==> src/rtl/sfsc_pkg.sv <==
// What this block does
// - Strap selects one of three slave addresses
// - Command 00h: target count, resets FFh
// - Command 01h: measured tach count, read-only
// - Command 02h: fail bit1, active-low regulation bit0
// - Command 03h: open-loop drive level, resets 00h
// - Bits 7/6 enable fail and regulation flags
// - Bit 5 selects PWM or linear drive
// - Bit 4 selects closed loop; resets 10h
// - Bits 3:2 divide tach clock 1/2/4/8
// - Bit 1 inverts PWM duty
// - Bit 0 selects two or four pulses
// - Secondary bit 4 masks the alert output
// - Secondary bits 3:2 pick measuring window
// - Secondary bits 1:0 pick start-up code
// - Access by Write Byte and Read Byte
// - Fail flag after 0.7 s without transitions
// - Alert latched low until alert-response read
package sfsc_pkg;

  // Command codes
  localparam logic [7:0] SFSC_CMD_TARGET = 8'h00;
  localparam logic [7:0] SFSC_CMD_MEASURED = 8'h01;
  localparam logic [7:0] SFSC_CMD_FLAGS = 8'h02;
  localparam logic [7:0] SFSC_CMD_LEVEL = 8'h03;
  localparam logic [7:0] SFSC_CMD_CFG1 = 8'h04;
  localparam logic [7:0] SFSC_CMD_CFG2 = 8'h05;

  // Slave addresses for strap high, floating, low; alert response address
  localparam logic [6:0] SFSC_ADDR_STRAP_HIGH = 7'h3E;
  localparam logic [6:0] SFSC_ADDR_STRAP_FLOAT = 7'h48;
  localparam logic [6:0] SFSC_ADDR_STRAP_LOW = 7'h49;
  localparam logic [6:0] SFSC_ADDR_ALERT_RESP = 7'h0C;

  // Reset values
  localparam logic [7:0] SFSC_TARGET_RST = 8'hFF;
  localparam logic [7:0] SFSC_MEASURED_RST = 8'hFF;
  localparam logic [1:0] SFSC_FLAGS_RST = 2'h1;
  localparam logic [7:0] SFSC_LEVEL_RST = 8'h00;
  localparam logic [7:0] SFSC_CFG1_RST = 8'h10;
  localparam logic [4:0] SFSC_CFG2_RST = 5'h01;

  // Field positions
  localparam int SFSC_CFG1_STALL_EN = 7;
  localparam int SFSC_CFG1_REG_EN = 6;
  localparam int SFSC_CFG1_PWM_SEL = 5;
  localparam int SFSC_CFG1_CLOSED = 4;
  localparam int SFSC_CFG1_PRESC_HI = 3;
  localparam int SFSC_CFG1_PRESC_LO = 2;
  localparam int SFSC_CFG1_INVERT = 1;
  localparam int SFSC_CFG1_PPR = 0;
  localparam int SFSC_CFG2_MASK = 4;
  localparam int SFSC_CFG2_WIN_HI = 3;
  localparam int SFSC_CFG2_WIN_LO = 2;
  localparam int SFSC_CFG2_START_HI = 1;
  localparam int SFSC_CFG2_START_LO = 0;
  localparam int SFSC_FLAG_FAIL = 1;
  localparam int SFSC_FLAG_OOC_N = 0;
  localparam int SFSC_STARTUP_SHIFT = 5;

  // Timing: clock period and the two supervision times
  localparam longint unsigned SFSC_CLK_PERIOD_NS = 4;
  localparam longint unsigned SFSC_STALL_TIME_MS = 700;
  localparam longint unsigned SFSC_OOC_TIME_S = 6;
  localparam longint unsigned SFSC_STALL_CYCLES = SFSC_STALL_TIME_MS * 1000000 / SFSC_CLK_PERIOD_NS;
  localparam longint unsigned SFSC_OOC_CYCLES = SFSC_OOC_TIME_S * 1000000000 / SFSC_CLK_PERIOD_NS;

  // Bus engine states
  typedef enum logic [2:0] {
    SFSC_BUS_IDLE = 3'b000,
    SFSC_BUS_ADDR = 3'b001,
    SFSC_BUS_CMD = 3'b010,
    SFSC_BUS_WDATA = 3'b011,
    SFSC_BUS_RDATA = 3'b100,
    SFSC_BUS_IGNORE = 3'b101
  } sfsc_bus_state_t;

  // Decoded configuration
  typedef struct packed {
    logic stall_en;
    logic reg_en;
    logic pwm_sel;
    logic closed;
    logic [1:0] prescale;
    logic invert;
    logic ppr4;
    logic alert_mask;
    logic [1:0] window;
    logic [1:0] startup;
  } sfsc_cfg_t;

  // Measurement result from the tach meter
  typedef struct packed {
    logic valid;
    logic transition;
    logic [7:0] count;
  } sfsc_tach_t;

  // Tach meter state
  typedef struct packed {
    logic tach_q;
    logic [2:0] presc;
    logic [7:0] ticks;
    logic [3:0] edges;
    logic [7:0] count;
    logic valid;
    logic transition;
  } sfsc_tach_state_t;

  // Controller state
  typedef struct packed {
    sfsc_bus_state_t bus;
    logic [3:0] bit_cnt;
    logic [7:0] shift;
    logic scl_q;
    logic sda_q;
    logic sda_drive;
    logic ara;
    logic [7:0] cmd;
    logic [6:0] own_addr;
    logic strap_done;
    logic [7:0] target;
    logic [7:0] level;
    logic [7:0] cfg1;
    logic [4:0] cfg2;
    logic fail;
    logic ooc_n;
    logic alert;
    logic [31:0] stall_cnt;
    logic [31:0] ooc_cnt;
    logic [8:0] drive;
    logic [8:0] pwm_cnt;
    logic [8:0] dac;
    logic pwm_q;
  } sfsc_top_state_t;

  // Split the two configuration bytes into named fields
  function automatic sfsc_cfg_t sfsc_decode_cfg(input logic [7:0] c1, input logic [4:0] c2);
    sfsc_cfg_t c;
    c.stall_en = c1[SFSC_CFG1_STALL_EN];
    c.reg_en = c1[SFSC_CFG1_REG_EN];
    c.pwm_sel = c1[SFSC_CFG1_PWM_SEL];
    c.closed = c1[SFSC_CFG1_CLOSED];
    c.prescale = c1[SFSC_CFG1_PRESC_HI:SFSC_CFG1_PRESC_LO];
    c.invert = c1[SFSC_CFG1_INVERT];
    c.ppr4 = c1[SFSC_CFG1_PPR];
    c.alert_mask = c2[SFSC_CFG2_MASK];
    c.window = c2[SFSC_CFG2_WIN_HI:SFSC_CFG2_WIN_LO];
    c.startup = c2[SFSC_CFG2_START_HI:SFSC_CFG2_START_LO];
    return c;
  endfunction : sfsc_decode_cfg

  // Distance between two counts
  function automatic logic [7:0] sfsc_abs_diff(input logic [7:0] a, input logic [7:0] b);
    return (a > b) ? 8'(a - b) : 8'(b - a);
  endfunction : sfsc_abs_diff

endpackage : sfsc_pkg

==> src/rtl/sfsc_tach_meter.sv <==
`timescale 1ns/10ps
module sfsc_tach_meter
  import sfsc_pkg::*;
(
  input wire logic core_clk,
  input wire logic rst_n,
  input wire logic tach_pulse_in,
  input sfsc_cfg_t cfg,
  output sfsc_tach_t meas
);

  localparam sfsc_tach_state_t ST_RST = '{count: SFSC_MEASURED_RST, default: '0};

  sfsc_tach_state_t s_reg; // Registered state
  sfsc_tach_state_t s_next; // Next state
  logic [2:0] presc_mask; // Prescaler wrap mask
  logic [3:0] edges_need; // Rising edges per window
  logic tick; // Prescaled counting tick
  logic rise; // Tach rising edge

  assign presc_mask = 3'((4'h1 << cfg.prescale) - 4'h1);
  assign tick = (s_reg.presc & presc_mask) == presc_mask;
  // edges per window; codes 2 and 3 both take four times the code 0 edges
  assign edges_need = 4'((cfg.ppr4 ? 4'h2 : 4'h1) << ((cfg.window > 2'h2) ? 2'h2 : cfg.window));
  assign rise = tach_pulse_in & ~s_reg.tach_q;

  // Period counter; counts saturate so a stalled fan reads FFh
  always_comb begin
    s_next = s_reg;
    s_next.valid = 1'b0;
    s_next.transition = tach_pulse_in ^ s_reg.tach_q;
    s_next.tach_q = tach_pulse_in;
    s_next.presc = 3'(s_reg.presc + 3'h1);
    if (tick && s_reg.ticks != 8'hFF) begin
      s_next.ticks = 8'(s_reg.ticks + 8'h1);
    end
    if (rise) begin
      if (4'(s_reg.edges + 4'h1) >= edges_need) begin
        s_next.count = s_reg.ticks;
        s_next.ticks = 8'h00;
        s_next.edges = 4'h0;
        s_next.valid = 1'b1;
      end else begin
        s_next.edges = 4'(s_reg.edges + 4'h1);
      end
    end else if (s_reg.ticks == 8'hFF) begin
      // Too slow to measure
      s_next.count = 8'hFF;
    end
  end

  // State register
  always_ff @(posedge core_clk or negedge rst_n) begin
    if (!rst_n) begin
      s_reg <= ST_RST;
    end else begin
      s_reg <= s_next;
    end
  end

  assign meas = '{valid: s_reg.valid, transition: s_reg.transition, count: s_reg.count};

  sat_count_a: assert property (@(posedge core_clk) disable iff (!rst_n)
    (s_reg.ticks == 8'hFF && !rise) |=> (s_reg.count == 8'hFF))
    else $error("Count did not saturate");

endmodule : sfsc_tach_meter

==> src/rtl/sfsc_top.sv <==
`timescale 1ns/10ps
module sfsc_top
  import sfsc_pkg::*;
#(
  parameter int unsigned STALL_CYCLES = 32'(SFSC_STALL_CYCLES),
  parameter int unsigned OOC_CYCLES = 32'(SFSC_OOC_CYCLES)
) (
  input wire logic core_clk,
  input wire logic rst_n,
  input wire logic scl_in,
  input wire logic sda_in,
  output logic sda_out,
  output logic sda_oe,
  input wire logic address_strap_high,
  input wire logic address_strap_low,
  input wire logic tach_pulse_in,
  output logic fan_drive_out,
  output logic [8:0] fan_dac_level,
  output logic alert_out,
  output logic alert_oe
);

  localparam sfsc_top_state_t ST_RST = '{
    bus: SFSC_BUS_IDLE,
    scl_q: 1'b1,
    sda_q: 1'b1,
    own_addr: SFSC_ADDR_STRAP_FLOAT,
    target: SFSC_TARGET_RST,
    level: SFSC_LEVEL_RST,
    cfg1: SFSC_CFG1_RST,
    cfg2: SFSC_CFG2_RST,
    fail: SFSC_FLAGS_RST[SFSC_FLAG_FAIL],
    ooc_n: SFSC_FLAGS_RST[SFSC_FLAG_OOC_N],
    default: '0
  };

  sfsc_top_state_t s; // Registered state
  sfsc_top_state_t n; // Next state
  sfsc_cfg_t cfg; // Decoded configuration
  sfsc_tach_t meas; // Tach measurement
  logic scl_rise; // Clock line rising
  logic scl_fall; // Clock line falling
  logic bus_start; // Start or repeated start
  logic bus_stop; // Stop condition
  logic addr_hit; // Own address received
  logic ara_hit; // Alert response read while alert pending
  logic wr_commit; // Data byte lands in a register
  logic ara_clear; // Alert response byte loaded
  logic drive_off; // Fan commanded off
  logic reg_err; // Speed off by more than a quarter
  logic [7:0] startup_code; // Selected start-up drive code
  logic [8:0] duty; // Drive value actually applied
  logic [7:0] rd_byte; // Read data for the current command

  assign cfg = sfsc_decode_cfg(s.cfg1, s.cfg2);

  // Bus line events; pins are synchronous to core_clk
  assign scl_rise = scl_in & ~s.scl_q;
  assign scl_fall = ~scl_in & s.scl_q;
  assign bus_start = s.scl_q & scl_in & s.sda_q & ~sda_in;
  assign bus_stop = s.scl_q & scl_in & ~s.sda_q & sda_in;
  assign addr_hit = s.shift[7:1] == s.own_addr;
  assign ara_hit = (s.shift[7:1] == SFSC_ADDR_ALERT_RESP) & s.shift[0] & s.alert;
  assign wr_commit = scl_fall & ~bus_start & ~bus_stop & (s.bus == SFSC_BUS_WDATA) & (s.bit_cnt == 4'h8);
  assign ara_clear = scl_fall & ~bus_start & ~bus_stop & (s.bus == SFSC_BUS_RDATA) & (s.bit_cnt == 4'h9) & s.ara;

  // Fan is off when the setpoint asks for it in the active mode
  assign drive_off = cfg.closed ? (s.target == 8'hFF) : (s.level == 8'h00);
  assign reg_err = sfsc_abs_diff(meas.count, s.target) > (s.target >> 2);
  // start-up code is step times select
  assign startup_code = 8'({6'h00, cfg.startup} << SFSC_STARTUP_SHIFT);
  // closed loop uses 512 steps, open loop the level
  assign duty = cfg.closed ? s.drive : {s.level, 1'b0};

  // Register read mux; unused bits read zero
  always_comb begin
    unique case (s.cmd)
      SFSC_CMD_TARGET: rd_byte = s.target;
      SFSC_CMD_MEASURED: rd_byte = meas.count;
      SFSC_CMD_FLAGS: rd_byte = {6'h00, s.fail, s.ooc_n};
      SFSC_CMD_LEVEL: rd_byte = s.level;
      SFSC_CMD_CFG1: rd_byte = s.cfg1;
      SFSC_CMD_CFG2: rd_byte = {3'h0, s.cfg2};
      default: rd_byte = 8'h00;
    endcase
  end

  // Tach period measurement
  sfsc_tach_meter sfsc_tach_meter_inst (
    .core_clk(core_clk),
    .rst_n(rst_n),
    .tach_pulse_in(tach_pulse_in),
    .cfg(cfg),
    .meas(meas)
  );

  // Next-state logic for bus engine, registers and fan control
  always_comb begin
    n = s;
    n.scl_q = scl_in;
    n.sda_q = sda_in;

    // catch strap once after reset release
    if (!s.strap_done) begin
      n.strap_done = 1'b1;
      n.own_addr = address_strap_high ? SFSC_ADDR_STRAP_HIGH :
                   address_strap_low ? SFSC_ADDR_STRAP_LOW : SFSC_ADDR_STRAP_FLOAT;
    end

    // byte transactions framed by start and stop
    if (bus_start) begin
      // Repeated start keeps the command pointer
      n.bus = SFSC_BUS_ADDR;
      n.bit_cnt = 4'h0;
      n.sda_drive = 1'b0;
      n.ara = 1'b0;
    end else if (bus_stop) begin
      n.bus = SFSC_BUS_IDLE;
      n.sda_drive = 1'b0;
    end else if (s.bus != SFSC_BUS_IDLE && s.bus != SFSC_BUS_IGNORE) begin
      if (scl_rise) begin
        if (s.bit_cnt < 4'h8) begin
          // Data bit; read bytes are shifted out on the fall instead
          if (s.bus != SFSC_BUS_RDATA) begin
            n.shift = {s.shift[6:0], sda_in};
          end
          n.bit_cnt = 4'(s.bit_cnt + 4'h1);
        end else if (s.bit_cnt == 4'h9 && s.bus == SFSC_BUS_RDATA && sda_in) begin
          // Master not-acknowledge ends the read
          n.bus = SFSC_BUS_IGNORE;
        end
      end else if (scl_fall) begin
        if (s.bit_cnt == 4'h8) begin
          // Byte complete: decide on acknowledge
          n.bit_cnt = 4'h9;
          n.sda_drive = 1'b1;
          unique case (s.bus)
            SFSC_BUS_ADDR: begin
              if (addr_hit) begin
                n.bus = s.shift[0] ? SFSC_BUS_RDATA : SFSC_BUS_CMD;
              end else if (ara_hit) begin
                n.bus = SFSC_BUS_RDATA;
                n.ara = 1'b1;
              end else begin
                // Other devices' traffic: stay silent until the next start or stop
                n.bus = SFSC_BUS_IGNORE;
                n.sda_drive = 1'b0;
              end
            end
            SFSC_BUS_CMD: begin
              n.cmd = s.shift;
              n.bus = SFSC_BUS_WDATA;
            end
            SFSC_BUS_WDATA: begin
              // read-only and unused bits keep state
              unique case (s.cmd)
                SFSC_CMD_TARGET: n.target = s.shift;
                SFSC_CMD_LEVEL: n.level = s.shift;
                SFSC_CMD_CFG1: n.cfg1 = s.shift;
                SFSC_CMD_CFG2: n.cfg2 = s.shift[4:0];
                default: n.cmd = s.cmd;
              endcase
            end
            default: begin
              // Read byte sent: release for the master's answer
              n.sda_drive = 1'b0;
            end
          endcase
        end else if (s.bit_cnt == 4'h9) begin
          // Acknowledge slot over
          n.bit_cnt = 4'h0;
          n.sda_drive = 1'b0;
          if (s.bus == SFSC_BUS_RDATA) begin
            n.shift = s.ara ? {s.own_addr, 1'b1} : rd_byte;
            n.sda_drive = s.ara ? ~s.own_addr[6] : ~rd_byte[7];
          end
        end else if (s.bus == SFSC_BUS_RDATA && s.bit_cnt != 4'h0) begin
          // Next read bit, most significant first
          n.shift = {s.shift[6:0], 1'b0};
          n.sda_drive = ~s.shift[6];
        end
      end
    end

    if (meas.transition || !cfg.stall_en || drive_off) begin
      n.stall_cnt = 32'h0;
    end else if (s.stall_cnt < STALL_CYCLES) begin
      n.stall_cnt = 32'(s.stall_cnt + 32'h1);
    end
    n.fail = cfg.stall_en & ~drive_off & (s.stall_cnt >= STALL_CYCLES);

    // Regulation watchdog, closed loop only
    if (cfg.reg_en && cfg.closed && !drive_off && reg_err) begin
      if (s.ooc_cnt < OOC_CYCLES) begin
        n.ooc_cnt = 32'(s.ooc_cnt + 32'h1);
      end
    end else begin
      n.ooc_cnt = 32'h0;
    end
    n.ooc_n = ~(cfg.reg_en & (s.ooc_cnt >= OOC_CYCLES));

    // latch on status change; set wins over the clear
    if (ara_clear) begin
      n.alert = 1'b0;
    end
    // mask keeps changes off the pin
    if (((n.fail != s.fail) || (n.ooc_n != s.ooc_n)) && !cfg.alert_mask) begin
      n.alert = 1'b1;
    end

    // closed loop steers drive toward the target
    if (!cfg.closed || s.target == 8'hFF) begin
      // Restart from the start-up code when the loop resumes
      n.drive = 9'h000;
    end else if (meas.valid) begin
      if (s.drive < {startup_code, 1'b0}) begin
        n.drive = {startup_code, 1'b0};
      end else if ({1'b0, meas.count} > 9'({1'b0, s.target} + 9'h001)) begin
        // Slow fan: long count, more drive
        if (s.drive != 9'h1FF) begin
          n.drive = 9'(s.drive + 9'h001);
        end
      end else if (9'({1'b0, meas.count} + 9'h001) < {1'b0, s.target}) begin
        if (s.drive != 9'h000) begin
          n.drive = 9'(s.drive - 9'h001);
        end
      end
    end

    n.pwm_cnt = 9'(s.pwm_cnt + 9'h001);
    n.pwm_q = cfg.pwm_sel & ((s.pwm_cnt < duty) ^ cfg.invert);
    n.dac = cfg.pwm_sel ? 9'h000 : duty;
  end

  // State register
  always_ff @(posedge core_clk or negedge rst_n) begin
    if (!rst_n) begin
      s <= ST_RST;
    end else begin
      s <= n;
    end
  end

  // Open-drain pins only ever pull low
  assign sda_out = 1'b0;
  assign sda_oe = s.sda_drive;
  assign alert_out = 1'b0;
  assign alert_oe = s.alert;
  assign fan_drive_out = s.pwm_q;
  assign fan_dac_level = s.dac;

  // Address follows the strap level seen at release
  strap_addr_a: assert property (@(posedge core_clk) disable iff (!rst_n)
    $rose(s.strap_done) |-> s.own_addr == ($past(address_strap_high) ? SFSC_ADDR_STRAP_HIGH :
      $past(address_strap_low) ? SFSC_ADDR_STRAP_LOW : SFSC_ADDR_STRAP_FLOAT))
    else $error("Slave address does not follow strap");

  // Setpoint write lands next cycle
  target_write_a: assert property (@(posedge core_clk) disable iff (!rst_n)
    (wr_commit && s.cmd == SFSC_CMD_TARGET) |=> s.target == $past(s.shift))
    else $error("Target write lost");

  // Status read shows both flags
  flag_read_a: assert property (@(posedge core_clk) disable iff (!rst_n)
    (s.cmd == SFSC_CMD_FLAGS) |-> rd_byte[7:2] == 6'h00 && rd_byte[SFSC_FLAG_FAIL] == s.fail &&
      rd_byte[SFSC_FLAG_OOC_N] == s.ooc_n)
    else $error("Status byte layout wrong");

  // Linear output follows open-loop level
  open_level_a: assert property (@(posedge core_clk) disable iff (!rst_n)
    (!cfg.closed && !cfg.pwm_sel) ##1 $stable(s.cfg1) |-> s.dac == {$past(s.level), 1'b0})
    else $error("Open-loop level not applied");

  // Disabled detectors never raise flags
  detect_gate_a: assert property (@(posedge core_clk) disable iff (!rst_n)
    (!cfg.stall_en && !cfg.reg_en) [*2] |-> (s.fail == 1'b0 && s.ooc_n == 1'b1))
    else $error("Flag raised while detection disabled");

  // Linear mode keeps the PWM pin low
  drive_mode_a: assert property (@(posedge core_clk) disable iff (!rst_n)
    !$past(cfg.pwm_sel) |-> !fan_drive_out)
    else $error("PWM pin active in linear mode");

  // Stop setpoint forces zero drive
  stop_drive_a: assert property (@(posedge core_clk) disable iff (!rst_n)
    (cfg.closed && s.target == 8'hFF) |=> s.drive == 9'h000)
    else $error("Drive not zero at stop setpoint");

  // Fail flag needs the full quiet time
  fail_time_a: assert property (@(posedge core_clk) disable iff (!rst_n)
    $rose(s.fail) |-> $past(s.stall_cnt) >= STALL_CYCLES && $past(cfg.stall_en))
    else $error("Fail flag raised early");

  // Alert holds until the response read
  alert_hold_a: assert property (@(posedge core_clk) disable iff (!rst_n)
    (s.alert && !ara_clear) |=> s.alert)
    else $error("Alert dropped without response read");

  // Masked alert never rises
  alert_mask_a: assert property (@(posedge core_clk) disable iff (!rst_n)
    cfg.alert_mask |=> !$rose(s.alert))
    else $error("Alert rose while masked");

  // Writes to read-only commands change nothing
  ro_write_a: assert property (@(posedge core_clk) disable iff (!rst_n)
    (wr_commit && (s.cmd == SFSC_CMD_MEASURED || s.cmd == SFSC_CMD_FLAGS)) |=>
      $stable(s.target) && $stable(s.level) && $stable(s.cfg1) && $stable(s.cfg2))
    else $error("Read-only write changed state");

  // Own address is acknowledged
  addr_ack_a: assert property (@(posedge core_clk) disable iff (!rst_n)
    (scl_fall && !bus_start && !bus_stop && s.bus == SFSC_BUS_ADDR && s.bit_cnt == 4'h8 && addr_hit)
      |=> sda_oe ##1 sda_oe)
    else $error("Own address not acknowledged");

  // Regulation flag needs the full out-of-range time
  ooc_time_a: assert property (@(posedge core_clk) disable iff (!rst_n)
    $fell(s.ooc_n) |-> $past(s.ooc_cnt) >= OOC_CYCLES && $past(cfg.reg_en))
    else $error("Regulation flag raised early");

  // First closed-loop measurement jumps to the start-up drive
  startup_drive_a: assert property (@(posedge core_clk) disable iff (!rst_n)
    (cfg.closed && s.target != 8'hFF && meas.valid && s.drive < {startup_code, 1'b0})
      |=> s.drive == {$past(startup_code), 1'b0})
    else $error("Start-up drive not applied");

  write_seen_c: cover property (@(posedge core_clk) disable iff (!rst_n) wr_commit);
  ooc_seen_c: cover property (@(posedge core_clk) disable iff (!rst_n) $fell(s.ooc_n));
  ara_seen_c: cover property (@(posedge core_clk) disable iff (!rst_n) ara_clear);
  fail_seen_c: cover property (@(posedge core_clk) disable iff (!rst_n) $rose(s.fail));
  pwm_seen_c: cover property (@(posedge core_clk) disable iff (!rst_n) $rose(fan_drive_out));

endmodule : sfsc_top

==> config.mk <==
export PLATFORM = sky130hd
export DESIGN_NAME = sfsc_top
export DESIGN_NICKNAME = d
export VERILOG_FILES = /design/src/rtl/sfsc_pkg.sv /design/src/rtl/sfsc_tach_meter.sv /design/src/rtl/sfsc_top.sv
export SDC_FILE = /design/constraint.sdc
export NUM_CORES = 1
export LEC_CHECK = 0
export BUFFER_PORTS_ARGS = -buffer_cell sky130_fd_sc_hd__buf_2
export CORE_MARGIN = 2
export CORE_UTILIZATION = 50
export CTS_BUF_LIST = sky130_fd_sc_hd__clkbuf_16
export DETAILED_ROUTE_END_ITERATION = 10
export GPL_TIMING_DRIVEN = 0
export PLACE_DENSITY = 0.62
export RECOVER_POWER = 50
export SLEW_MARGIN = 20
export SYNTH_ARGS = -nofsm -noshare
export SYNTH_HDL_FRONTEND = slang
export SYNTH_SLANG_ARGS = --single-unit
==> constraint.sdc <==
create_clock -name core_clk -period 9.7 [get_ports core_clk]
set_input_delay 2.425 -clock core_clk [delete_from_list [all_inputs] [get_ports core_clk]]
set_output_delay 2.425 -clock core_clk [all_outputs]
set_load 0.005 [all_outputs]
; ---- After elaboration in Yosys (flattened, before gate mapping)
; Cells that the tools add are included.
[word_totals]
register_bits = 185
output_inout_bits = 14
[classes]
n_addsub = 14
n_lt_le_gt_ge = 13
eq_ne = 36
n_shift = 2
mux = 70
bitwise_logic = 35
n_reduce_logical = 56
[ops]
columns = op, n
row1 = $mux 32, 4
row2 = $mux 9, 12
row3 = $mux 8, 12
row4 = $add 32x1->32 const B, 2
row5 = $pmux 8 s6, 1
row6 = $mux 15, 3
row7 = $reduce_and 8->1, 5
row8 = $mux 12, 3
row9 = $ge 32x28->1 const B, 1
row10 = $ge 32x31->1 const B, 1
row11 = $lt 32x28->1 const B, 1
row12 = $lt 32x31->1 const B, 1
row13 = $mux 10, 3
row14 = $reduce_bool 4->1, 6
row15 = $reduce_bool 2->1, 10
row16 = $and 1x1->1, 19
row17 = $add 8x1->9 const B, 2
row18 = $add 9x1->9 const B, 2
row19 = $lt 9x8->1, 2
row20 = $mux 3, 6
row21 = $eq 8x2->1 const B, 2
row22 = $eq 8x3->1 const B, 2
row23 = $eq 8x8->1 const B, 2
row24 = $logic_not 8->1, 2
row25 = other kinds (55), 122

; ---- Longest topological paths before layout
; Gate-level depths: netlist of the first run.
[logic_depth]
word_depth = 12
depth_mapped = 20
depth_no_buf = 19

; ---- Modules after synthesis
; A second synthesis of the first run with hierarchy kept.
[unflattened]
cells_unflattened = 1170
area_unflattened_um2 = 11237.0
[modules_own_cells]
columns = module, n_inst, cells_each, area_each_um2, seq_area_each_um2
row1 = sfsc_top, 1, 1049, 9860.7, 3896.2
row2 = sfsc_tach_meter, 1, 121, 1376.3, 660.6

; ---- Least setup slack after synthesis of the first run
; Ideal clock, no wire load.
[synth_path]
path_kind = register to register
startpoint = register s[118] (netlist name)
endpoint = register s[27] (netlist name)
setup_ps = 82
arrival_time_ps = 4536
required_ps = 9618
slack_ps = 5082
path_stages_with_launch = 20
n_path_buf = 1
synth_period_minus_slack_ps = 4618
path_cell_list = dfstp_2 -> clkbuf_1 -> nand3_1 -> nor3_1 -> nand3_1 -> xnor2_1 -> ha_1 -> nand3_1 -> a21oi_1 -> o31ai_1 -> inv_1 -> fa_1 -> nor2b_1 -> o21ai_0 -> a21boi_0 -> o21ai_0 -> a21oi_1 -> xnor2_1 -> or3b_2 -> a31oi_1
[synth_between]
elab_chain_len = 6
elab_cells_between_ends = 14
classes_between = add/sub: 1 / order compare: 2 / eq/ne: 2 / mux: 4 / reduce/logical: 5
[synth_rtl]
columns = element, line
row1 = start: declaration, sfsc_top.sv:37  ; sfsc_top_state_t s;
row2 = start signal: assignment, sfsc_top.sv:240  ; s <= n;
row3 = $add 8x1->9, sfsc_top.sv:218  ; end else if ({1'b0, meas.count} > 9'({1'b0, s.target} + 9'h001)) begin
row4 = $gt 8x9->1, sfsc_top.sv:218
row5 = $mux 9, sfsc_top.sv:218
row6 = $mux 9, sfsc_top.sv:216  ; if (s.drive < {startup_code, 1'b0}) begin
row7 = $mux 9, sfsc_top.sv:215  ; end else if (meas.valid) begin
row8 = $mux 9, sfsc_top.sv:212  ; if (!cfg.closed || s.target == 8'hFF) begin
; Parallel ways exist; a longest one is shown, timed or not. The select of a mux whose other input is x is not followed.
; A chain may end at the register's enable or synchronous reset.

; ---- Final worst setup path of the first run
; Same ends and word-level chain as after synthesis.

==> results.md, run 1 <==
- GR Util All Layers: between 20 and 25%
- Starting DRT DRC Count: between 500 and 600
- Vert. Die Dim: 152 um
- Beginning of the worst hold path: sfsc_tach_meter_inst.s_reg[22]
- Tmin final: 5.17 ns
- GRT overflow: 0
- Worst-path clk slew: approximately 0.07 ns
- Cell area after layout: ~0.012 mm2
- Starting Density: 50.5%
- Synth async-reset ratio: 100%
- Seq/Total Area, Yosys: between 40% and 50%
- Top cells by count, synth: dfrtp_1, nor2_1, nand2_1, ha_1, inv_1
- Count leader, synth: dfrtp_1
- Worst EP arrival: ~5.5 ns
- Placed cells: around 1.5k
- Clock root buffer: clkbuf_16
- Die Width: 152 um
- Initial antenna violation count: 0
- VDD IR-drop max: 110 uV
- DRC: 0
- Critical Path Fanout Max: 12
- Core area: about 0.022 mm2
- Max-slew headroom: -75.8%
- Synthesis-to-finish area growth: 9.50%
- Vias in the first global route: roughly 8.1k
- Yosys top cell area share: about 36%
- Max reg flops: between 100 and 150
- Cell repeated most along the worst path: nand3_1
- Fmax: just under 0.2 GHz
- RSZ-0062 raised after global routing: no
- Cell row count: 54
- Slew of the pin with the lowest slew margin: 2.64 ns
- Failing checks: capacitance limit, slew limit
- Post-layout nets: 1281
- Post-CTS resize count: 0
- Syn_area_per_cell: approximately 9.5 um2
- Top cells by area, synth: dfrtp_1, ha_1, dfstp_2, nor2_1, xnor2_1
- Final Max Slew Viols: 44
- Hold buffer count at CTS: 0
- Vias after detailed routing: between 8k and 9k
- Final HPWL DP: 18.1 mm
- Period Utilization, post-route: a little over half
- Largest net degree at the start of global routing: about 70
- Pre-CTS setup slack: roughly 4.6 ns
- MaxCap Viol Count: 1
- Non-filler cells, final: around 1.5k
- Area of the mapped netlist: about 0.011 mm2
- Clock Sinks: ~180
- First-pass GRT wire length: roughly 41 mm
- Detailed Route WL: 24.5 mm
- CTS tree: yes
- Setup TNS Final: 0 ns
- Worst skew pair latency: ~0.43 ns
- RR Startpoint: s[118]
- H-tree Lvls: 4
- Distinct cell type count after synthesis: 71
- Area leader, netlist: dfrtp_1
- Static leakage: 5.20 nW
- Worst EP required: approximately 10 ns
- Router iterations before antenna repair: 5
- Max Root-Sink Buffers: 2
- Worst Hold Class: reg2reg
- RePlAce Congestion: between 0.8 and 0.9
- # port buffers: 18
- Worst Setup Slack, final: 4.53 ns
- Hold Vio Cnt, Final: 0
- Postcts setup bufs: 0
- Power per cell area: 195 mW/mm2
- Final Skew: around 0.015 ns
- Worst-path cell chain: clkbuf_1, nand3_1, nor3_1, nand3_1, xnor2_1, ha_1, nand3_1, a21oi_1, o31ai_2, inv_1, fa_1, nor2b_1, o21ai_0, a21boi_0, o21ai_0, a21oi_1, xnor2_1, or3b_2, a31oi_1
- I/O pin cnt: 21
- Worst Setup End Kind: flop
- Kind of critical path: reg2reg
- Syn. warnings: 0
- N_diodes: 0
- CP Launch Point: s[118]
- Cells after synthesis: 1154
- Post-synth EDFFs: 0
- Vias per cell: roughly 5.5
- Top FF cell, synth: dfrtp_1
- Share of layout cells above drive strength 1: 11.1%
- #FFs+latches synth: between 150 and 200
- Area post-placement: 0.0114 mm2
- Run status: finished with violations
- Slowest CP cell: o31ai_2
- Die area: ~0.023 mm2
- Post-route antenna net violation count: 0
- CP max stage delay: approximately 0.76 ns
- Final setup violation count: 0
- CTS buffer count: 17
- WL per Instance: 16.4 um
- Fin util: 55.3%
- Startpoint class of the critical path: flop
-- per-stage QoR --
step	hold slack, ns	total power, mW
finish	0.461	2.34
global route	0.494	2.49
CTS	0.472	2.35
detailed placement	0.463	1.68
global placement	0.443	1.66
floorplan	0.422	1.48
-- cell type report --
type / instances / area [um2]
buffer: 49 / 235
clock buffer: 17 / 425
clock inverter: 15 / 131
fill: 1957 / 9660
inverter: 74 / 278
multi-input combinational: 851 / 5850
sequential: 181 / 4560
tap: 280 / 350
timing repair buffer: 20 / 139
-- routing by layer --
metal | wire [um] | track usage (%)
met1 | 11600 | 30.5
met2 | 11600 | 36.1
met3 | 819 | 3.37
met4 | 423 | 6.01
met5 | 0 | 0
-- power breakdown --
group / internal (mW) / leakage [nW] / switching [mW]
combinational: 0.354 / 2.52 / 0.444
sequential: 0.809 / 2.39 / 0.0686
clock: 0.356 / 0.284 / 0.304
total: 1.52 / 5.20 / 0.816
-- critical path: cells and delay by family, from the launching register on --
family | cells | cell delay [ns]
compound gates | 7 | 1.73
simple gates | 6 | 1.27
fa+ha+maj | 2 | 0.74
flops | 1 | 0.56
buf+inv | 2 | 0.51
xor+xnor | 2 | 0.25
-- logic make-up after synthesis --
group / share of synthesized area (%)
fa+ha+maj: 9.37
xor+xnor: 7.94
simple gates: 18.5
other cells: 0.0687
buf+inv: 4.70
flops: 41.7
compound gates: 11.4
mux: 6.30
-- path summary, 6_finish.rpt --
check,end,slack (ns),cells after the start
setup / recovery,s[27],4.53,19
hold reg to reg,sfsc_tach_meter_inst.s_reg[22],0.46,1
min in group asynchronous,s[78],2.81,1
max in group asynchronous,cfg[10],5.38,1
setup reg to reg,s[27],4.53,19
hold / removal,sfsc_tach_meter_inst.s_reg[22],0.46,1
-- cell usage in the layout, fill, tap and decap left out, types with 20 or more instances in the layout --
cell type,count
nand3_1,51
nor2_1,139
dfstp_2,21
a21oi_1,33
o21ai_0,55
clkbuf_1,35
inv_1,77
mux2_2,38
nor3_1,28
mux2i_1,26
dfrtp_1,159
nand4_1,21
xnor2_1,58
ha_1,77
nand2_1,85
buf_2,20
xor2_1,41
Power figures use the tool's default switching activity.
==> run 2: changes to the inputs <==
- clock period: 9.7 -> 5 ns (I/O delays scaled with it)
==> results.md, run 2 (synthesis results as in run 1) <==
- Router iterations before antenna repair: 5 (unchanged)
- Cell row count: 54 (unchanged)
- MaxCap Viol Count: 1 (unchanged)
- Vias in the first global route: 8057 (+0.037%)
- Final HPWL DP: 18.1 mm (unchanged)
- Clock Sinks: 181 (unchanged)
- Pre-CTS setup slack: -0.142 ns (-4.70 ns)
- CP bufs+invs: 3 (+1)
- Static leakage: 5.23 nW (+0.67%)
- Share of layout cells above drive strength 1: 11.8% (+0.70 points)
- Period Utilization, post-route: 91.2% (+38 points)
- Synthesis-to-finish area growth: 10.2%
- CTS tree: yes
- Worst-path cell chain: inv_1, ha_1, nand4_1, o22ai_1, nor3_4, buf_4, mux2i_1, xnor2_1, ha_1, nand3_1, nor2_1, a2111oi_0, nor2_1, or3_1, o211ai_2, buf_2, nor2_1
- Final Skew: 0.0151 ns (-0.0000620 ns)
- Slew of the pin with the lowest slew margin: 2.64 ns (+0.00324 ns)
- Starting DRT DRC Count: 564 (+5.2%)
- H-tree Lvls: 4 (unchanged)
- CTS buffer count: 17 (unchanged)
- Cell repeated most along the worst path: nor2_1
- Worst skew pair latency: 0.44 ns (about the same)
- DRC: 0 (unchanged)
- CP max stage delay: 0.61 ns (-0.15 ns)
- RSZ-0062 raised after global routing: no
- Critical Path Fanout Max: 10 (-2)
- Detailed Route WL: 24.6 mm (+0.74%)
- Number of fill cells: 1957 (unchanged)
- GRT overflow: 0 (unchanged)
- Worst EP required: 5.31 ns (-4.72 ns)
- Max-slew headroom: -76.0% (-0.22 points)
- Worst Hold Class: reg2reg
- Final setup violation count: 0 (unchanged)
- Die Width: 152 um (unchanged)
- Max reg flops: 130 (unchanged)
- Initial antenna violation count: 0 (unchanged)
- WL per Instance: 16.5 um (+0.40%)
- GR Util All Layers: 22.0% (about the same)
- Commonest non-fill, non-tap cells in the layout: dfrtp_1, nor2_1, nand2_1
- Starting Density: 50.5% (unchanged)
- Tmin final: 4.56 ns (-0.609 ns)
- Reg area: 0.00456 mm2 (unchanged)
- Startpoint class of the critical path: flop
- Fmax: 0.219 GHz (+13%)
- Slowest CP cell: dfstp_2
- N_diodes: 0 (unchanged)
- Kind of critical path: reg2reg
- Hold_ws: 0.461 ns (-0.0000280 ns)
- Worst EP arrival: 4.87 ns (-0.63 ns)
- Footprint of the multi-input gates: 0.00588 mm2 (+0.64%)
- Hold buffer count at CTS: 0 (unchanged)
- RePlAce Congestion: 0.890 (unchanged)
- Post-route antenna net violation count: 0 (unchanged)
- Clock root buffer: clkbuf_16
- Worst-path clk slew: 0.07 ns (about the same)
- Failing checks: capacitance limit, slew limit
- Hold Vio Cnt, Final: 0 (unchanged)
- Core area: 0.0216 mm2 (unchanged)
- Top delay family on crit path: compound AO/OA/AOI/OAI gates
- Run status: finished with violations
- Worst Setup Slack, final: 0.442 ns (-4.09 ns)
- Final Max Slew Viols: 44 (unchanged)
- Die area: 0.0230 mm2 (unchanged)
- Power per cell area: 388 mW/mm2 (+99%)
- Vert. Die Dim: 152 um (unchanged)
- Largest net degree at the start of global routing: 71 (unchanged)
- Vias per cell: 5.52 (+0.49%)
- # port buffers: 18 (unchanged)
- I/O pin cnt: 21 (unchanged)
- Max Root-Sink Buffers: 2 (unchanged)
- Commonest non-fill, non-tap cell in the layout: dfrtp_1
- Post-layout nets: 1286 (+0.39%)
- Vias after detailed routing: 8242 (+0.83%)
- VDD IR-drop max: 213 uV (+94%)
- Worst Setup End Kind: flop
- Fin util: 55.7% (+0.36 points)
- First-pass GRT wire length: 41.5 mm (about the same)
==> run 2: where the power goes <==
part           switching, mW  leakage, nW  total (mW)  internal, mW
sequential             0.133         2.39        1.70          1.57
clock                  0.591        0.284        1.28         0.690
combinational          0.903         2.56        1.69         0.783
==> run 2: final cells by class <==
| class | count | area share (%) |
|---|---|---|
| flip-flops and latches | 181 | 37.8 |
| clock buffers | 17 | 3.53 |
| plain buffers | 48 | 1.92 |
| multi-input cells | 851 | 48.9 |
| well taps | 280 | 2.91 |
| clock inverters | 15 | 1.09 |
| repair buffers | 26 | 1.53 |
| inverters | 74 | 2.31 |
==> run 2: path summary, 6_finish.rpt <==
| check | from | to | slack [ns] | cells after the start |
|---|---|---|---|---|
| min in group asynchronous | rst_n | s[78] | 1.63 | 1 |
| setup / recovery | s[119] | s[32] | 0.44 | 17 |
| hold reg to reg | sfsc_tach_meter_inst.s_reg[22] | sfsc_tach_meter_inst.s_reg[22] | 0.46 | 1 |
| setup reg to reg | s[119] | s[32] | 0.44 | 17 |
| max in group asynchronous | rst_n | cfg[10] | 1.85 | 1 |
| hold / removal | sfsc_tach_meter_inst.s_reg[22] | sfsc_tach_meter_inst.s_reg[22] | 0.46 | 1 |
==> run 2: layer usage <==
metal	GRT usage (%)	up-vias	wire, um
met5	0	-	0
met4	5.87	0	473
met3	3.34	28	833
met2	36.2	146	11700
met1	30.5	3963	11600
li1	-	4105	-
==> run 2: timing repair <==
| action | CTS | global route |
|---|---|---|
| setup buffers | 0 | 6 |
| gates resized for setup | 2 | 1 |
| pin swaps | 0 | 2 |
| endpoints found under the setup margin | 28 | 31 |
==> run 2: worst reg2reg max path: stages (launching register included) <==
cell       delay [ns]
dfstp_2          0.61
inv_1            0.16
ha_1             0.44
nand4_1          0.18
o22ai_1          0.50
nor3_4           0.12
buf_4            0.18
mux2i_1          0.17
xnor2_1          0.16
ha_1             0.26
nand3_1          0.11
nor2_1           0.05
a2111oi_0        0.37
nor2_1           0.09
or3_1            0.39
o211ai_2         0.28
buf_2            0.28
nor2_1           0.08
==> run 2: through the flow <==
stage               setup TNS (ns)  cell area [um2]  power (mW)  cells
floorplan                        0            10900        2.88   1155
global placement            -49.03            11400        3.22   1453
detailed placement          -0.224            11400        3.26   1455
CTS                              0            12000        4.59   1487
global route                     0            12000        4.97   1492
finish                           0            12000        4.67   1492
==> run 3: changes to the inputs <==
- SYNTH_HIERARCHICAL: default -> 1
==> results.md, run 3 <==
- Setup TNS Final: 0 ns (unchanged)
- Slew of the pin with the lowest slew margin: 1.63 ns (-1.01 ns)
- CTS buffer count: 17 (unchanged)
- Max-slew headroom: -8.93% (+67 points)
- Fin util: 56.2% (+0.55 points)
- Die Width: 154 um (+1.4%)
- Final Skew: 0.0142 ns (-0.000905 ns)
- Syn_area_per_cell: 9.60 um2 (+1.5%)
- Vias after detailed routing: 8508 (+3.2%)
- Post-layout nets: 1299 (+1.0%)
- Clock Sinks: 181 (unchanged)
- R2r setup slk: 0.28 ns (-0.16 ns)
- Router iterations before antenna repair: 5 (unchanged)
- N_diodes: 0 (unchanged)
- Commonest non-fill, non-tap cells in the layout: dfrtp_1, nor2_1, nand2_1
- MaxCap Viol Count: 2 (+1)
- H-tree Lvls: 4 (unchanged)
- Core area: 0.0220 mm2 (+1.6%)
- Vias per cell: 5.65 (+2.3%)
- CP max stage delay: 0.65 ns (+0.04 ns)
- Critical Path Fanout Max: 10 (unchanged)
- Detailed Route WL: 25.1 mm (+1.9%)
- Main combinational cell family by area after synthesis: simple AND/OR/NAND/NOR gates
- GR Util All Layers: 22.2% (+0.27 points)
- Post-synthesis adder-cell area fraction: 9.11% (-0.26 points)
- Static leakage: 5.36 nW (+2.5%)
- Worst-path clk slew: 0.07 ns (about the same)
- Seq/Total Area, Yosys: 40.6% (-1.2 points)
- Area leader, netlist: dfrtp_1
- Slowest CP cell: dfstp_2
- Final setup violation count: 0 (unchanged)
- Cell row count: 54 (unchanged)
- Fmax: 0.212 GHz (-3.4%)
- Max reg flops: 130 (unchanged)
- Starting Density: 51.2% (+0.65 points)
- Syn. warnings: 6 (+6)
- Worst EP required: 5.32 ns (about the same)
- Number of fill cells: 1960 (+0.15%)
- Yosys top cell area share: 35.4% (-1.0 points)
- Max Root-Sink Buffers: 2 (unchanged)
- Startpoint class of the critical path: flop
- I/O pin cnt: 21 (unchanged)
- Clock root buffer: clkbuf_16
- Final HPWL DP: 18.3 mm (+1.3%)
- Worst-path cell chain: inv_1, ha_1, a21o_1, a221o_1, a21boi_4, nor2_2, mux2_2, a221oi_1, o21ai_0, xor2_1, ha_1, a2111oi_1, o21ai_1, a221oi_4, buf_4, clkbuf_4, a21oi_1
- Mux cell area share after synthesis: 6.30% (about the same)
- Non-filler cells, final: 1505 (+0.87%)
- Placed cells: 1472 (+1.2%)
- CTS tree: yes
- Synthesis-to-finish area growth: 9.90%
- Post-route antenna net violation count: 0 (unchanged)
- Worst Setup End Kind: flop
- Die area: 0.0237 mm2 (+2.8%)
- Distinct cell type count after synthesis: 91 (+28%)
- Post-synth EDFFs: 0 (unchanged)
- Commonest non-fill, non-tap cell in the layout: dfrtp_1
- Failing checks: capacitance limit, slew limit
- Top cells by area, synth: dfrtp_1, ha_1, dfstp_2, xnor2_1, a21oi_1
- WL per Instance: 16.7 um (+1.1%)
- Top FF cell, synth: dfrtp_1
- Hold Vio Cnt, Final: 0 (unchanged)
- Area of the mapped netlist: 0.0112 mm2 (+2.9%)
- RePlAce Congestion: 0.880 (-1.1%)
- Synth async-reset ratio: 100% (unchanged)
- Vert. Die Dim: 154 um (+1.4%)
- Initial antenna violation count: 0 (unchanged)
- Starting DRT DRC Count: 463 (-18%)
- Post-synthesis simple-gate area fraction: 17.4% (-1.1 points)
- # port buffers: 18 (unchanged)
- Total chip power: 3.50 mW (-25%)
- Hold_ws: 0.460 ns (-0.000897 ns)
- VDD IR-drop max: 197 uV (-7.5%)
- Count leader, synth: dfrtp_1
- Vias in the first global route: 8384 (+4.1%)
- #FFs+latches synth: 181 (unchanged)
- Worst skew pair latency: 0.44 ns (about the same)
- Share of layout cells above drive strength 1: 13.7% (+1.9 points)
- Kind of critical path: reg2reg
- DRC: 0 (unchanged)
- Cells after synthesis: 1170 (+1.4%)
- Compound-gate portion of the synthesized area: 13.9% (+2.5 points)
- Final Max Slew Viols: 98 (+120%)
- Tmin final: 4.72 ns (+0.163 ns)
- First-pass GRT wire length: 42.6 mm (+2.6%)
- Power per cell area: 284 mW/mm2 (-27%)
- Worst Hold Class: reg2reg
- Top cells by count, synth: dfrtp_1, nor2_1, nand2_1, ha_1, a21oi_1
- Run status: finished with violations
- Period Utilization, post-route: 94.4% (+3.3 points)
- GRT overflow: 0 (unchanged)
- Worst EP arrival: 5.04 ns (+0.17 ns)
- Cell repeated most along the worst path: ha_1
- Largest net degree at the start of global routing: 88 (+24%)
- Post-synthesis xor/xnor area fraction: 7.17% (-0.77 points)
-- run 3: cell count changes in the layout (fill, tap and decap cells not counted), sizes merged, moves of 8 or more --
cell,delta
a21oi,+43
nor2,-36
nand4,+16
nand3,-14
buf,+10
and3,+8
mux2,-8
-- run 3: repair_timing --
| action | in CTS | in global routing |
|---|---|---|
| hold buffers | 0 | 0 |
| pin swaps | 0 | 2 |
| buffers inserted | 0 | 1 |
| endpoints found under the setup margin | 30 | 31 |
| gates resized for setup | 1 | 8 |
-- run 3: cells by family (layout without fill, tap and decap cells) --
| logic type | count (synthesis) | after routing |
|---|---|---|
| buffers and inverters | 135 | 189 |
| other | 2 | 3 |
| XOR/XNOR | 92 | 92 |
| AND/OR/NAND/NOR | 382 | 382 |
| adder cells (fa/ha/maj) | 80 | 80 |
| multiplexers | 60 | 60 |
| AO/OA/AOI/OAI | 238 | 238 |
| flip-flops | 181 | 181 |
-- run 3: layer usage --
| metal | vias to the layer above | routed length (um) | global-route usage [%] |
|---|---|---|---|
| li1 | 4221 | - | - |
| met1 | 4122 | 12400 | 32.2 |
| met2 | 142 | 11500 | 35.4 |
| met3 | 23 | 871 | 2.90 |
| met4 | 0 | 343 | 6.01 |
| met5 | - | 0 | 0 |
-- run 3: final cells by class --
class | instances | area [um2] | share of cell area, %
Buffer | 65 | 362 | 2.93
Clock buffer | 17 | 425 | 3.44
Clock inverter | 15 | 185 | 1.50
Inverter | 70 | 263 | 2.13
Multi-Input combinational cell | 855 | 6090 | 49.3
Sequential cell | 181 | 4560 | 36.9
Tap cell | 280 | 350 | 2.84
Timing Repair Buffer | 22 | 115 | 0.932
-- run 3: power by group --
group          internal (mW)  switching (mW)
Clock                  0.761           0.643
Combinational          0.188           0.304
Sequential              1.53          0.0760
-- run 3: worst paths after layout --
| kind | from | endpoint | cells after the start |
|---|---|---|---|
| worst max register to register | s[118] | s[38] | 17 |
| worst max-delay path | s[118] | s[38] | 17 |
| worst min register to register | sfsc_tach_meter_inst/s_reg[24] | sfsc_tach_meter_inst/s_reg[24] | 1 |
| min in group asynchronous | rst_n | s[21] | 1 |
| worst min-delay path | sfsc_tach_meter_inst/s_reg[24] | sfsc_tach_meter_inst/s_reg[24] | 1 |
| max in group asynchronous | rst_n | s[139] | 3 |
-- run 3: worst max-delay path, delay by kind of cell, from the launching register on --
family	cells	cell delay (ns)
AO/OA/AOI/OAI	9	2.17
XOR/XNOR	1	0.17
adder cells (fa/ha/maj)	2	0.60
buffers and inverters	3	0.56
flip-flops	1	0.65
multiplexers	1	0.31
AND/OR/NAND/NOR	1	0.13
-- run 3: stage by stage --
step	setup slack (ns)	instance area (um2)
global placement	-0.330	11700
detailed placement	-0.00565	11800
CTS	0.0667	12400
finish	0.279	12300
global route	-0.00200	12300
floorplan	0.810	11200
